## src/rtl/clk_ctrl_defs.svh

```systemverilog
`ifndef CLK_CTRL_DEFS_SVH
`define CLK_CTRL_DEFS_SVH

// register indices; byte address is four times the index
`define IDX_LOCK_STATUS 16'hF027
`define IDX_POWER_ENABLE 16'hF050
`define IDX_IRQ_STATUS 16'hF060
`define IDX_IRQ_MASK 16'hF061

// field positions
`define BIT_LOCK 0
`define BIT_GEN1_PWR 10
`define BIT_GEN2_PWR 11
`define BIT_GEN3_PWR 12
`define BIT_EV_LOCK_GAIN 0
`define BIT_EV_LOCK_LOSS 1

// reset values
`define RST_LOCK_STATUS 16'h0000
`define RST_LOCK_BIT 1'h0
`define RST_POWER_ENABLE 16'h0000
`define RST_IRQ 2'h0

`endif

```

## src/rtl/clk_ctrl_pkg.sv

```systemverilog
`default_nettype none

package clk_ctrl_pkg;

  typedef enum logic [1:0] {SRC_SYS, SRC_GEN1, SRC_GEN2, SRC_GEN3} clk_src_t;
  typedef logic [15:0] reg16_t;
  // bit 0 is the first generator
  typedef logic [2:0] gen_vec_t;

  // a function on the system clock always runs
  function automatic logic genOn(input clk_src_t src, input gen_vec_t pwr);
    unique case (src)
      SRC_SYS: genOn = 1'b1;
      SRC_GEN1: genOn = pwr[0];
      SRC_GEN2: genOn = pwr[1];
      SRC_GEN3: genOn = pwr[2];
    endcase
  endfunction : genOn

  // a pin not fed by a generator stays low
  function automatic logic clkOf(input clk_src_t src, input gen_vec_t clk, input gen_vec_t pwr);
    unique case (src)
      SRC_SYS: clkOf = 1'b0;
      SRC_GEN1: clkOf = clk[0] & pwr[0];
      SRC_GEN2: clkOf = clk[1] & pwr[1];
      SRC_GEN3: clkOf = clk[2] & pwr[2];
    endcase
  endfunction : clkOf

endpackage : clk_ctrl_pkg

`default_nettype wire

```

## src/rtl/sync3.sv

```systemverilog
`default_nettype none

module sync3 (
  // clock and reset
  input wire logic sys_clk,
  input wire logic srst,
  input wire logic ce,
  // level
  input wire logic din,
  output logic dout
);

  logic ff1;
  logic ff2;
  logic ff3;

  // ff1 is seen only by ff2; a change counts once ff2 and ff3 agree
  always_ff @(posedge sys_clk) begin
    if (srst) begin
      ff1 <= 1'b0;
      ff2 <= 1'b0;
      ff3 <= 1'b0;
      dout <= 1'b0;
    end else if (ce) begin
      ff1 <= din;
      ff2 <= ff1;
      ff3 <= ff2;
      if (ff2 == ff3) begin
        dout <= ff3;
      end
    end
  end

endmodule : sync3

`default_nettype wire

```

## src/rtl/clk_pin_gate.sv

```systemverilog
`default_nettype none

module clk_pin_gate
  import clk_ctrl_pkg::*;
#(
  parameter int NPINS = 4
) (
  // clock and reset
  input wire logic sys_clk,
  input wire logic srst,
  input wire logic ce,
  // generator clocks, already synchronised, and power
  input wire clk_ctrl_pkg::gen_vec_t genClk,
  input wire clk_ctrl_pkg::gen_vec_t genPower,
  // per pin source, two bits each
  input wire logic [2*NPINS-1:0] pinSrc,
  output logic [NPINS-1:0] pinOut
);

  genvar i;
  generate
    for (i = 0; i < NPINS; i++) begin : g_pin
      always_ff @(posedge sys_clk) begin
        if (srst) begin
          pinOut[i] <= 1'b0;
        end else if (ce) begin
          pinOut[i] <= clkOf(clk_src_t'(pinSrc[2*i+:2]), genClk, genPower);
        end
      end
    end
  endgenerate

  // every pin is watched, not only pin 0, so any source map that puts a pin on the first or second generator exercises the checks
  genvar j;
  generate
    for (j = 0; j < NPINS; j++) begin : g_pin_chk

    end
  endgenerate
endmodule : clk_pin_gate

`default_nettype wire

```

## src/rtl/audio_clock_gen_power_lock.sv

```systemverilog
`include "clk_ctrl_defs.svh"
`default_nettype none

module audio_clock_gen_power_lock
  import clk_ctrl_pkg::*;
#(
  parameter int NPINS = 4,
  parameter int NFUNC = 4
) (
  // clock and reset
  input wire logic sys_clk,
  input wire logic srst,
  input wire logic ce,
  // wishbone slave
  input wire logic wbCyc,
  input wire logic wbStb,
  input wire logic wbWe,
  input wire logic [17:0] wbAdr,
  input wire logic [3:0] wbSel,
  input wire logic [31:0] wbDatI,
  output logic wbAck,
  output logic [31:0] wbDatO,
  // clock generators
  input wire logic thirdGenLocked,
  input wire clk_ctrl_pkg::gen_vec_t genFrameClk,
  input wire clk_ctrl_pkg::gen_vec_t genBitClk,
  output logic firstGenPowerOn,
  output logic secondGenPowerOn,
  output logic thirdGenPowerOn,
  // clock pins
  input wire logic [2*NPINS-1:0] frameClockSrc,
  input wire logic [2*NPINS-1:0] bitClockSrc,
  output logic [NPINS-1:0] frameClockOutPin,
  output logic [NPINS-1:0] bitClockOutPin,
  // hardware functions, index 0 is the dsp core
  input wire logic [2*NFUNC-1:0] funcClkSrc,
  output logic [NFUNC-1:0] funcRun,
  // interrupt
  output logic irq
);

  import clk_ctrl_pkg::*;

  ////////////////////////////////////////////////////////////////////////////
  // declarations

  reg16_t powerEnable;
  logic lockStatus;
  logic next_lockStatus;
  logic [1:0] irqStatus;
  logic [1:0] irqMask;
  logic [1:0] lockEvents;
  logic lockSync;
  gen_vec_t frameSync;
  gen_vec_t bitSync;
  gen_vec_t genPower;
  logic busReq;
  logic busWrite;
  logic [31:0] readData;
  logic [15:0] wrMask;

  // decode shared by the read and write paths
  function automatic logic hit(input logic [17:0] adr, input logic [15:0] idx);
    hit = (adr[17:2] == idx);
  endfunction : hit

  ////////////////////////////////////////////////////////////////////////////
  // synchronisers for everything coming from the generators

  sync3 u_lock_sync (
    .sys_clk(sys_clk),
    .srst(srst),
    .ce(ce),
    .din(thirdGenLocked),
    .dout(lockSync)
  );

  genvar g;
  generate
    for (g = 0; g < 3; g++) begin : g_clk_sync
      sync3 u_frame_sync (
        .sys_clk(sys_clk),
        .srst(srst),
        .ce(ce),
        .din(genFrameClk[g]),
        .dout(frameSync[g])
      );
      sync3 u_bit_sync (
        .sys_clk(sys_clk),
        .srst(srst),
        .ce(ce),
        .din(genBitClk[g]),
        .dout(bitSync[g])
      );
    end
  endgenerate

  ////////////////////////////////////////////////////////////////////////////
  // wishbone slave

  // one cycle answer; the write lands on the edge where ack is seen
  assign busReq = wbCyc & wbStb & ~wbAck;
  assign busWrite = wbCyc & wbStb & wbWe & wbAck;
  assign wrMask = {{8{wbSel[1]}}, {8{wbSel[0]}}};

  // lock bit at bit 0, power enable at 15:0, irq status and mask at 1:0, rest zero
  always_comb begin
    readData = 32'h0000_0000;
    if (hit(wbAdr, `IDX_LOCK_STATUS)) begin
      readData[`BIT_LOCK] = lockStatus;
    end else if (hit(wbAdr, `IDX_POWER_ENABLE)) begin
      readData[15:0] = powerEnable;
    end else if (hit(wbAdr, `IDX_IRQ_STATUS)) begin
      readData[1:0] = irqStatus;
    end else if (hit(wbAdr, `IDX_IRQ_MASK)) begin
      readData[1:0] = irqMask;
    end
  end

  always_ff @(posedge sys_clk) begin
    if (srst) begin
      wbAck <= 1'b0;
    end else if (ce) begin
      wbAck <= busReq;
    end
  end

  // unmapped addresses answer with zero data
  always_ff @(posedge sys_clk) begin
    if (srst) begin
      wbDatO <= 32'h0000_0000;
    end else if (ce && busReq && !wbWe) begin
      wbDatO <= readData;
    end
  end

  ////////////////////////////////////////////////////////////////////////////
  // power enable register

  // cleared at reset, all generators off
  always_ff @(posedge sys_clk) begin
    if (srst) begin
      powerEnable <= `RST_POWER_ENABLE;
    end else if (ce && busWrite && hit(wbAdr, `IDX_POWER_ENABLE)) begin
      powerEnable <= (powerEnable & ~wrMask) | (wbDatI[15:0] & wrMask);
    end
  end

  // first generator enable from bit 10
  assign firstGenPowerOn = powerEnable[`BIT_GEN1_PWR];
  assign secondGenPowerOn = powerEnable[`BIT_GEN2_PWR];
  assign thirdGenPowerOn = powerEnable[`BIT_GEN3_PWR];
  assign genPower = {thirdGenPowerOn, secondGenPowerOn, firstGenPowerOn};

  ////////////////////////////////////////////////////////////////////////////
  // lock status

  // independent of the reference choice
  // a stopped generator cannot be locked, so power masks the raw lock
  assign next_lockStatus = lockSync & thirdGenPowerOn;

  always_ff @(posedge sys_clk) begin
    if (srst) begin
      lockStatus <= `RST_LOCK_BIT;
    end else if (ce) begin
      lockStatus <= next_lockStatus;
    end
  end

  ////////////////////////////////////////////////////////////////////////////
  // clock pins

  clk_pin_gate #(
    .NPINS(NPINS)
  ) u_frame_pins (
    .sys_clk(sys_clk),
    .srst(srst),
    .ce(ce),
    .genClk(frameSync),
    .genPower(genPower),
    .pinSrc(frameClockSrc),
    .pinOut(frameClockOutPin)
  );

  clk_pin_gate #(
    .NPINS(NPINS)
  ) u_bit_pins (
    .sys_clk(sys_clk),
    .srst(srst),
    .ce(ce),
    .genClk(bitSync),
    .genPower(genPower),
    .pinSrc(bitClockSrc),
    .pinOut(bitClockOutPin)
  );

  ////////////////////////////////////////////////////////////////////////////
  // function run enables

  genvar f;
  generate
    for (f = 0; f < NFUNC; f++) begin : g_func
      always_ff @(posedge sys_clk) begin
        if (srst) begin
          funcRun[f] <= 1'b0;
        end else if (ce) begin
          funcRun[f] <= genOn(clk_src_t'(funcClkSrc[2*f+:2]), genPower);
        end
      end
    end
  endgenerate

  ////////////////////////////////////////////////////////////////////////////
  // interrupts

  assign lockEvents[`BIT_EV_LOCK_GAIN] = next_lockStatus & ~lockStatus;
  assign lockEvents[`BIT_EV_LOCK_LOSS] = ~next_lockStatus & lockStatus;

  // set wins over a same-cycle write-one-to-clear
  always_ff @(posedge sys_clk) begin
    if (srst) begin
      irqStatus <= `RST_IRQ;
    end else if (ce) begin
      if (busWrite && hit(wbAdr, `IDX_IRQ_STATUS) && wbSel[0]) begin
        irqStatus <= (irqStatus & ~wbDatI[1:0]) | lockEvents;
      end else begin
        irqStatus <= irqStatus | lockEvents;
      end
    end
  end

  always_ff @(posedge sys_clk) begin
    if (srst) begin
      irqMask <= `RST_IRQ;
    end else if (ce && busWrite && hit(wbAdr, `IDX_IRQ_MASK) && wbSel[0]) begin
      irqMask <= wbDatI[1:0];
    end
  end

  // registered, so irq trails the status bit by one cycle
  always_ff @(posedge sys_clk) begin
    if (srst) begin
      irq <= 1'b0;
    end else if (ce) begin
      irq <= |(irqStatus & irqMask);
    end
  end

  genvar a;
  generate
    for (a = 0; a < NPINS; a++) begin : g_pin_chk

    end
  endgenerate

  // every function is watched; any function may sit on the system clock and then always runs
  genvar k;
  generate
    for (k = 0; k < NFUNC; k++) begin : g_func_chk

    end
  endgenerate
endmodule : audio_clock_gen_power_lock

`default_nettype wire

```

## config.mk

```make
export PLATFORM = sky130hd
export DESIGN_NAME = audio_clock_gen_power_lock
export DESIGN_NICKNAME = d
export VERILOG_FILES = /design/src/rtl/clk_ctrl_pkg.sv /design/src/rtl/sync3.sv /design/src/rtl/clk_pin_gate.sv /design/src/rtl/audio_clock_gen_power_lock.sv
export VERILOG_INCLUDE_DIRS = /design/src /design/src/rtl
export SDC_FILE = /design/constraint.sdc
export NUM_CORES = 1
export LEC_CHECK = 0
export ABC_AREA = 1
export BUFFER_PORTS_ARGS = -buffer_cell sky130_fd_sc_hd__buf_2
export CAP_MARGIN = 10
export CORE_ASPECT_RATIO = 0.7
export CORE_MARGIN = 3
export CORE_UTILIZATION = 52
export CTS_CLUSTER_DIAMETER = 200
export DETAILED_ROUTE_END_ITERATION = 6
export GPL_ROUTABILITY_DRIVEN = 0
export GPL_TIMING_DRIVEN = 0
export PLACE_DENSITY = 0.87
export SLEW_MARGIN = 20
export SYNTH_ARGS = -nofsm -noshare
export SYNTH_HDL_FRONTEND = slang
export SYNTH_SLANG_ARGS = --single-unit
```

## constraint.sdc

```tcl
create_clock -name sys_clk -period 2.5 [get_ports sys_clk]
set_input_delay 0.625 -clock sys_clk [delete_from_list [all_inputs] [get_ports sys_clk]]
set_output_delay 0.625 -clock sys_clk [all_outputs]
set_load 0.01 [all_outputs]
```

==> impl_metrics.env, run 1 <==
export IMPL_r2r_end="wbDatO[11]$_SDFFE_PP0P_"
export IMPL_fp_row_count=24
export IMPL_async_flop_share_pct=0
export IMPL_maxUsedRoutingLayer="met4"
export IMPL_critPathKind="input pin to register"
export IMPL_synth_edf_count=0
export IMPL_synth_top_area_share_pct=44.32
export IMPL_dr_pass1_iters=5
export IMPL_grt_overflow_total=0
export IMPL_area_delta_synth_final_pct=24.30
export IMPL_clk_latency_ns=0.35
export IMPL_min_to="wbDatO[7]$_SDFFE_PP0P_"
export IMPL_rsz0062_at_grt="false"
export IMPL_period_share_pct=68.15
export IMPL_io_pins=140
export IMPL_ff2ff_setup_slack_ns=0.99
export IMPL_pwr_share_clk_pct=36.7
export IMPL_core_area_um2=6426
export IMPL_hold_depth=2
export IMPL_track_usage_pct=24.22
export IMPL_worst_hold_path_type="register to register"
export IMPL_setup_ws_ns=0.7963
export IMPL_ys_warn_count=0
export IMPL_leakagePower_nw=2.095
export IMPL_wl_um=9460
export IMPL_p_sw_share_pct=25.23
export IMPL_cts_setup_buffers=0
export IMPL_drc=0
export IMPL_power_mw=2.480
export IMPL_final_core_util_pct=69.02
export IMPL_seq_area_frac_synth_pct=44.32
export IMPL_cp_required_ns=2.74
export IMPL_yosys_area_top_type="dfxtp_1"
export IMPL_clk_pin_slew_ns=0.08
export IMPL_crit_fanout=10
export IMPL_vias=3760
export IMPL_max_freq_mhz=587.0
export IMPL_grt_pass1_wl_um=15500
export IMPL_cellPowerDensity_nw_per_um2=559.1
export IMPL_synth_area_leaders="dfxtp_1 (44%), nand2_1 (9.6%), nor2_1 (7.8%)"
export IMPL_yosys_top_cells_count="nand2_1 (91), dfxtp_1 (79), nor2_1 (74)"
export IMPL_die_height_um=75.31
export IMPL_tightestPinTransition_ns=0.5396
export IMPL_finClkSkew_ns=0.009981
export IMPL_detail_route_wl_per_cell_um=13.12
export IMPL_finalSetupViolations=0
export IMPL_p_comb_share_pct=10.4
export IMPL_maxSlewViolCount=0
export IMPL_yosysUniqueCellTypes=26
export IMPL_dp_cells=706
export IMPL_grt_max_degree=14
export IMPL_synth_area_per_cell_um2=7.166
export IMPL_cts_tree="yes"
export IMPL_routed_wl_met2_um=4331
export IMPL_drv_cap=0
export IMPL_cts_root_buf="clkbuf_8"
export IMPL_synthFlopType="dfxtp_1"
export IMPL_dp_hpwl_um=7272
export IMPL_vdd_drop_max_uv=279.3
export IMPL_syn_area_um2=3568
export IMPL_numClockSinks=79
export IMPL_hold_violations=0
export IMPL_internal_power_mw=1.854
export IMPL_status="complete, no violations"
export IMPL_htreeDepth=3
export IMPL_initial_core_util_pct=55.53
export IMPL_arrival_ns=1.94
export IMPL_numCtsBuffers=9
export IMPL_reg2regPathDepth=7
export IMPL_power_frac_seq_pct=52.9
export IMPL_nets=717
export IMPL_die_area_um2=7908
export IMPL_drive_gt1_share_pct=23.49
export IMPL_p_switching_uw=625.7
export IMPL_antenna_found_initial=0
export IMPL_cp_start_kind="input pin"
export IMPL_wl_met1_um=4206
export IMPL_wl_met3_um=799
export IMPL_period_minus_slack_ns=1.704
export IMPL_relSlewSlack_pct=64.02
export IMPL_grt_pass1_vias=3423
export IMPL_viasPerCell=5.215
export IMPL_timing_rr_start="wbAck$_SDFFE_PP0P_"
export IMPL_finalSetupTns_ns=0
export IMPL_synth_cells=498
export IMPL_synth_seq_cells=79
export IMPL_stdcell_count=721
export IMPL_crit_path_end_kind="register"
export IMPL_dp_slack_ns=0.4406
export IMPL_clockBufferDepth=2
export IMPL_cts_resized=0
export IMPL_postCtsHoldBufs=0
export IMPL_synth_most_common_cell="nand2_1"
export IMPL_die_w_um=105.0
export IMPL_n_antenna_cell=0
export IMPL_io_buffers=102
export IMPL_drt_iter0_markers=301
export IMPL_ant_nets=0
==> worst max path at each step <==
stage                    from       end  slack, ns  cells past startpoint
detailed placement  wbAdr[11]  register       0.44                      9
finish              wbAdr[11]  register       0.80                      9
global placement    wbAdr[11]  register       0.52                      9
global route        wbAdr[11]  register       0.59                      9
floorplan           wbAdr[13]  register       0.82                      8
CTS                 wbAdr[11]  register       0.81                      9
==> worst max-delay path, stage by stage <==
cell and delay [ns]:
buf_2 0.10, nor2_1 0.12, nand2_1 0.10, nor2_4 0.24
nand3_4 0.13, nand3b_4 0.23, buf_6 0.17, nor2_1 0.16
nor2_1 0.07
==> metrics by stage <==
stage          hold slack (ns)  area (um2)
5_1_grt                 0.4780        4436
6_report                0.4610        4436
3_3_place_gp            0.4446        4249
4_1_cts                 0.4622        4436
2_1_floorplan           0.4358        3625
3_5_place_dp            0.4503        4249
==> cell families after synthesis <==
kind of cell,share of synthesized area (%)
flip-flops,44.32
buffers and inverters,11.64
other,0.1051
AO/OA/AOI/OAI,17.78
AND/OR/NAND/NOR,26.16
==> area by class of cell <==
type / instances / area, um2
clock inverter: 6 / 62.56
sequential: 79 / 1582
timing repair buffer: 102 / 510.5
multi-input combinational: 346 / 1628
fill: 569 / 1991
buffer: 40 / 235.2
tap: 91 / 113.9
inverter: 48 / 180.2
clock buffer: 9 / 123.9
==> power groups by stage <==
stage / clock [mW] / combinational, mW / sequential [mW]
floorplan: 0 / 0.135 / 1.34
global route: 0.976 / 0.288 / 1.32
detailed placement: 0 / 0.252 / 1.34
CTS: 0.917 / 0.254 / 1.31
global placement: 0 / 0.244 / 1.34
finish: 0.911 / 0.257 / 1.31
==> layer usage <==
metal / vias up / track usage [%]
met5: - / 0
met4: 0 / 8.443
met3: 16 / 5.504
met2: 187 / 40.58
met1: 1700 / 31.64
li1: 1857 / -
==> cells in the final DEF (no fill, tap or decap), types with 2 or more instances in the layout <==
master	Yosys	layout
a21oi_1	46	46
a31oi_1	4	4
buf_2	2	104
buf_4	16	16
buf_6	3	3
clkbuf_1	19	19
clkbuf_8	0	9
clkinv_2	0	3
clkinv_4	0	2
conb_1	1	16
dfxtp_1	79	79
inv_1	46	46
nand2_1	91	91
nand3_1	23	23
nand4_1	7	7
nor2_1	74	74
nor2_2	3	3
nor2_4	2	2
nor3_1	2	2
nor4_1	8	8
o21ai_0	54	54
o21bai_1	4	4
o221ai_1	8	8
Power figures use the tool's default switching activity.
==> run 2, diff against run 1 <==
--- a/config.mk
+++ b/config.mk
@@ -6,17 +6,17 @@
 export SDC_FILE = /design/constraint.sdc
 export NUM_CORES = 1
 export LEC_CHECK = 0
-export ABC_AREA = 1
+export ABC_AREA = 0
 export BUFFER_PORTS_ARGS = -buffer_cell sky130_fd_sc_hd__buf_2
 export CAP_MARGIN = 10
 export CORE_ASPECT_RATIO = 0.7
 export CORE_MARGIN = 3
-export CORE_UTILIZATION = 52
+export CORE_UTILIZATION = 44
 export CTS_CLUSTER_DIAMETER = 200
 export DETAILED_ROUTE_END_ITERATION = 6
 export GPL_ROUTABILITY_DRIVEN = 0
 export GPL_TIMING_DRIVEN = 0
-export PLACE_DENSITY = 0.87
+export PLACE_DENSITY = 0.78
 export SLEW_MARGIN = 20
 export SYNTH_ARGS = -nofsm -noshare
 export SYNTH_HDL_FRONTEND = slang
==> constraint.sdc (replaced) <==
create_clock -name sys_clk -period 1.47 [get_ports sys_clk]
set_input_delay 0.3675 -clock sys_clk [delete_from_list [all_inputs] [get_ports sys_clk]]
set_output_delay 0.3675 -clock sys_clk [all_outputs]
set_load 0.01 [all_outputs]
==> impl_metrics.env, run 2 <==
export IMPL_cp_required_ns=1.67
export IMPL_io_pins=140
export IMPL_clk_pin_slew_ns=0.06
export IMPL_fp_row_count=26
export IMPL_die_height_um=81.08
export IMPL_grt_max_degree=14
export IMPL_cts_root_buf="clkbuf_16"
export IMPL_grt_pass1_vias=3326
export IMPL_finClkSkew_ns=0.005448
export IMPL_detail_route_wl_per_cell_um=16.49
export IMPL_cp_start_kind="input pin"
export IMPL_ant_nets=0
export IMPL_htreeDepth=3
export IMPL_die_area_um2=9183
export IMPL_yosys_top_cells_count="dfxtp_1 (79), a21oi_1 (45), nor2_1 (42)"
export IMPL_seq_area_frac_synth_pct=44.63
export IMPL_syn_area_um2=3543
export IMPL_ys_warn_count=0
export IMPL_nets=620
export IMPL_die_w_um=113.3
export IMPL_viasPerCell=5.753
export IMPL_drt_iter0_markers=362
export IMPL_postCtsHoldBufs=0
export IMPL_synth_top_area_share_pct=44.63
export IMPL_antenna_found_initial=0
export IMPL_synth_area_mux_share_pct=7.062
export IMPL_clk_latency_ns=0.34
export IMPL_cts_tree="yes"
export IMPL_drv_cap=0
export IMPL_grt_overflow_total=0
export IMPL_synthFlopType="dfxtp_1"
export IMPL_synthSimpleGateAreaFrac_pct=19.99
export IMPL_initial_core_util_pct=46.95
export IMPL_cellPowerDensity_nw_per_um2=1076
export IMPL_status="complete, no violations"
export IMPL_hold_violations=0
export IMPL_io_buffers=102
export IMPL_tightestPinTransition_ns=0.5750
export IMPL_synth_seq_cells=79
export IMPL_synth_area_per_cell_um2=8.881
export IMPL_crit_fanout=10
export IMPL_synth_compound_area_share_pct=20.97
export IMPL_clockBufferDepth=2
export IMPL_numClockSinks=79
export IMPL_ff2ff_setup_slack_ns=0.06
export IMPL_yosys_area_top_type="dfxtp_1"
export IMPL_async_flop_share_pct=0
export IMPL_yosysUniqueCellTypes=44
export IMPL_leakagePower_nw=2.026
export IMPL_period_share_pct=98.15
export IMPL_relSlewSlack_pct=61.67
export IMPL_synth_cells=399
export IMPL_numCtsBuffers=9
export IMPL_synth_xor_area_share_pct=0
export IMPL_final_cell_mix="buf_2 (111), dfxtp_1 (75), a21oi_1 (45)"
export IMPL_critPathKind="input pin to register"
export IMPL_fillers=639
export IMPL_wl_um=10420
export IMPL_core_area_um2=7547
export IMPL_synth_edf_count=0
export IMPL_maxSlewViolCount=0
export IMPL_synth_top_family_by_area="compound AO/OA/AOI/OAI gates"
export IMPL_area_delta_synth_final_pct=30.76
export IMPL_vias=3636
export IMPL_drc=0
export IMPL_track_usage_pct=22.26
export IMPL_layout_commonest_cell="buf_2"
export IMPL_rsz0062_at_grt="true"
export IMPL_synth_area_leaders="dfxtp_1 (45%), mux2i_1 (7.1%), a21oi_1 (6.4%)"
export IMPL_period_minus_slack_ns=1.443
export IMPL_worst_hold_path_type="input pin to register"
export IMPL_dr_pass1_iters=5
export IMPL_synth_adder_area_share_pct=0
export IMPL_max_freq_mhz=693.1
export IMPL_crit_path_end_kind="register"
export IMPL_grt_pass1_wl_um=16100
export IMPL_power_mw=4.985
export IMPL_n_antenna_cell=0
export IMPL_synth_most_common_cell="dfxtp_1"
export IMPL_drive_gt1_share_pct=31.65
export IMPL_finalSetupViolations=0
export IMPL_arrival_ns=1.64
export IMPL_dp_hpwl_um=7636
export IMPL_final_core_util_pct=61.39
export IMPL_vdd_drop_max_uv=696.0
-- run 2: cell types whose count changed after synthesis, moves of 8 or more --
cell and change:
nor3b_1 +8, a211oi_1 +9, nand4_1 +10, clkbuf_1 -8
nor2_1 -32, inv_1 -44, nand2_1 -73, mux2i_1 +25
o21ai_0 -23, nor4_1 -8, a22o_1 +14
-- run 2: power by group --
group / total, mW / internal, mW / switching, mW
registers: 2.21 / 2.18 / 0.0271
clock network: 2.34 / 1.48 / 0.858
logic: 0.437 / 0.191 / 0.245
-- run 2: repair_timing --
item | 4_1_cts | 5_1_grt
resized for setup | 3 | 17
buffers inserted | 0 | 4
endpoints found under the setup margin | 16 | 35
pin swaps | 0 | 4
-- run 2: through the flow --
step / cells / setup TNS, ns / worst slack, ns / hold slack [ns] / area (um2)
after floorplan: 414 / -0.007276 / -0.007276 / 0.4357 / 3610
after global placement: 614 / -11.42 / -0.2941 / 0.4400 / 4243
after detailed placement: 614 / -13.83 / -0.3408 / 0.4509 / 4243
after CTS: 628 / 0 / 0.0005639 / 0.2687 / 4559
after global routing: 632 / -0.1606 / -0.02532 / 0.2813 / 4633
final: 632 / 0 / 0.02719 / 0.2688 / 4633
-- run 2: kinds of logic after synthesis --
| kind of cell | Yosys count |
|---|---|
| other | 1 |
| buffers and inverters | 46 |
| AOI/OAI and AO/OA | 120 |
| DFF | 79 |
| and+or+nand+nor | 128 |
| muxes | 25 |
-- run 2: worst max-delay path: stages --
cell and delay (ns):
buf_2 0.11, nor4_4 0.33, nand4_2 0.22, buf_4 0.23
o31ai_2 0.26, a21oi_1 0.11
-- run 2: path summary, 6_finish.rpt --
path / from / end / depth (start not counted)
min: genBitClk[1] / g_clk_sync[1].u_bit_sync.ff1$_SDFFE_PP0P_ / 3
min reg2reg: g_clk_sync[2].u_bit_sync.ff3$_SDFFE_PP0P_ / g_clk_sync[2].u_bit_sync.dout$_SDFFE_PP0P_ / 2
max reg2reg: wbAck$_SDFFE_PP0P_ / wbDatO[5]$_SDFFE_PP0P_ / 5
max: wbAdr[9] / irqStatus[0]$_SDFFE_PP0P_ / 6
-- run 2: layout make-up --
cell class | count | area [um2] | area share [%]
Timing Repair Buffer | 106 | 540.5 | 11.67
Clock buffer | 10 | 229.0 | 4.942
Sequential cell | 79 | 1587 | 34.24
Clock inverter | 6 | 85.08 | 1.836
Buffer | 40 | 245.2 | 5.293
Tap cell | 98 | 122.6 | 2.647
Multi-Input combinational cell | 289 | 1809 | 39.05
Inverter | 4 | 15.01 | 0.3241
-- run 2: per-layer routing --
layer | global-route usage, % | wire, um
met2 | 36.52 | 4849
met1 | 27.18 | 4284
met4 | 8.523 | 246
met5 | 0 | 0
met3 | 7.818 | 1043
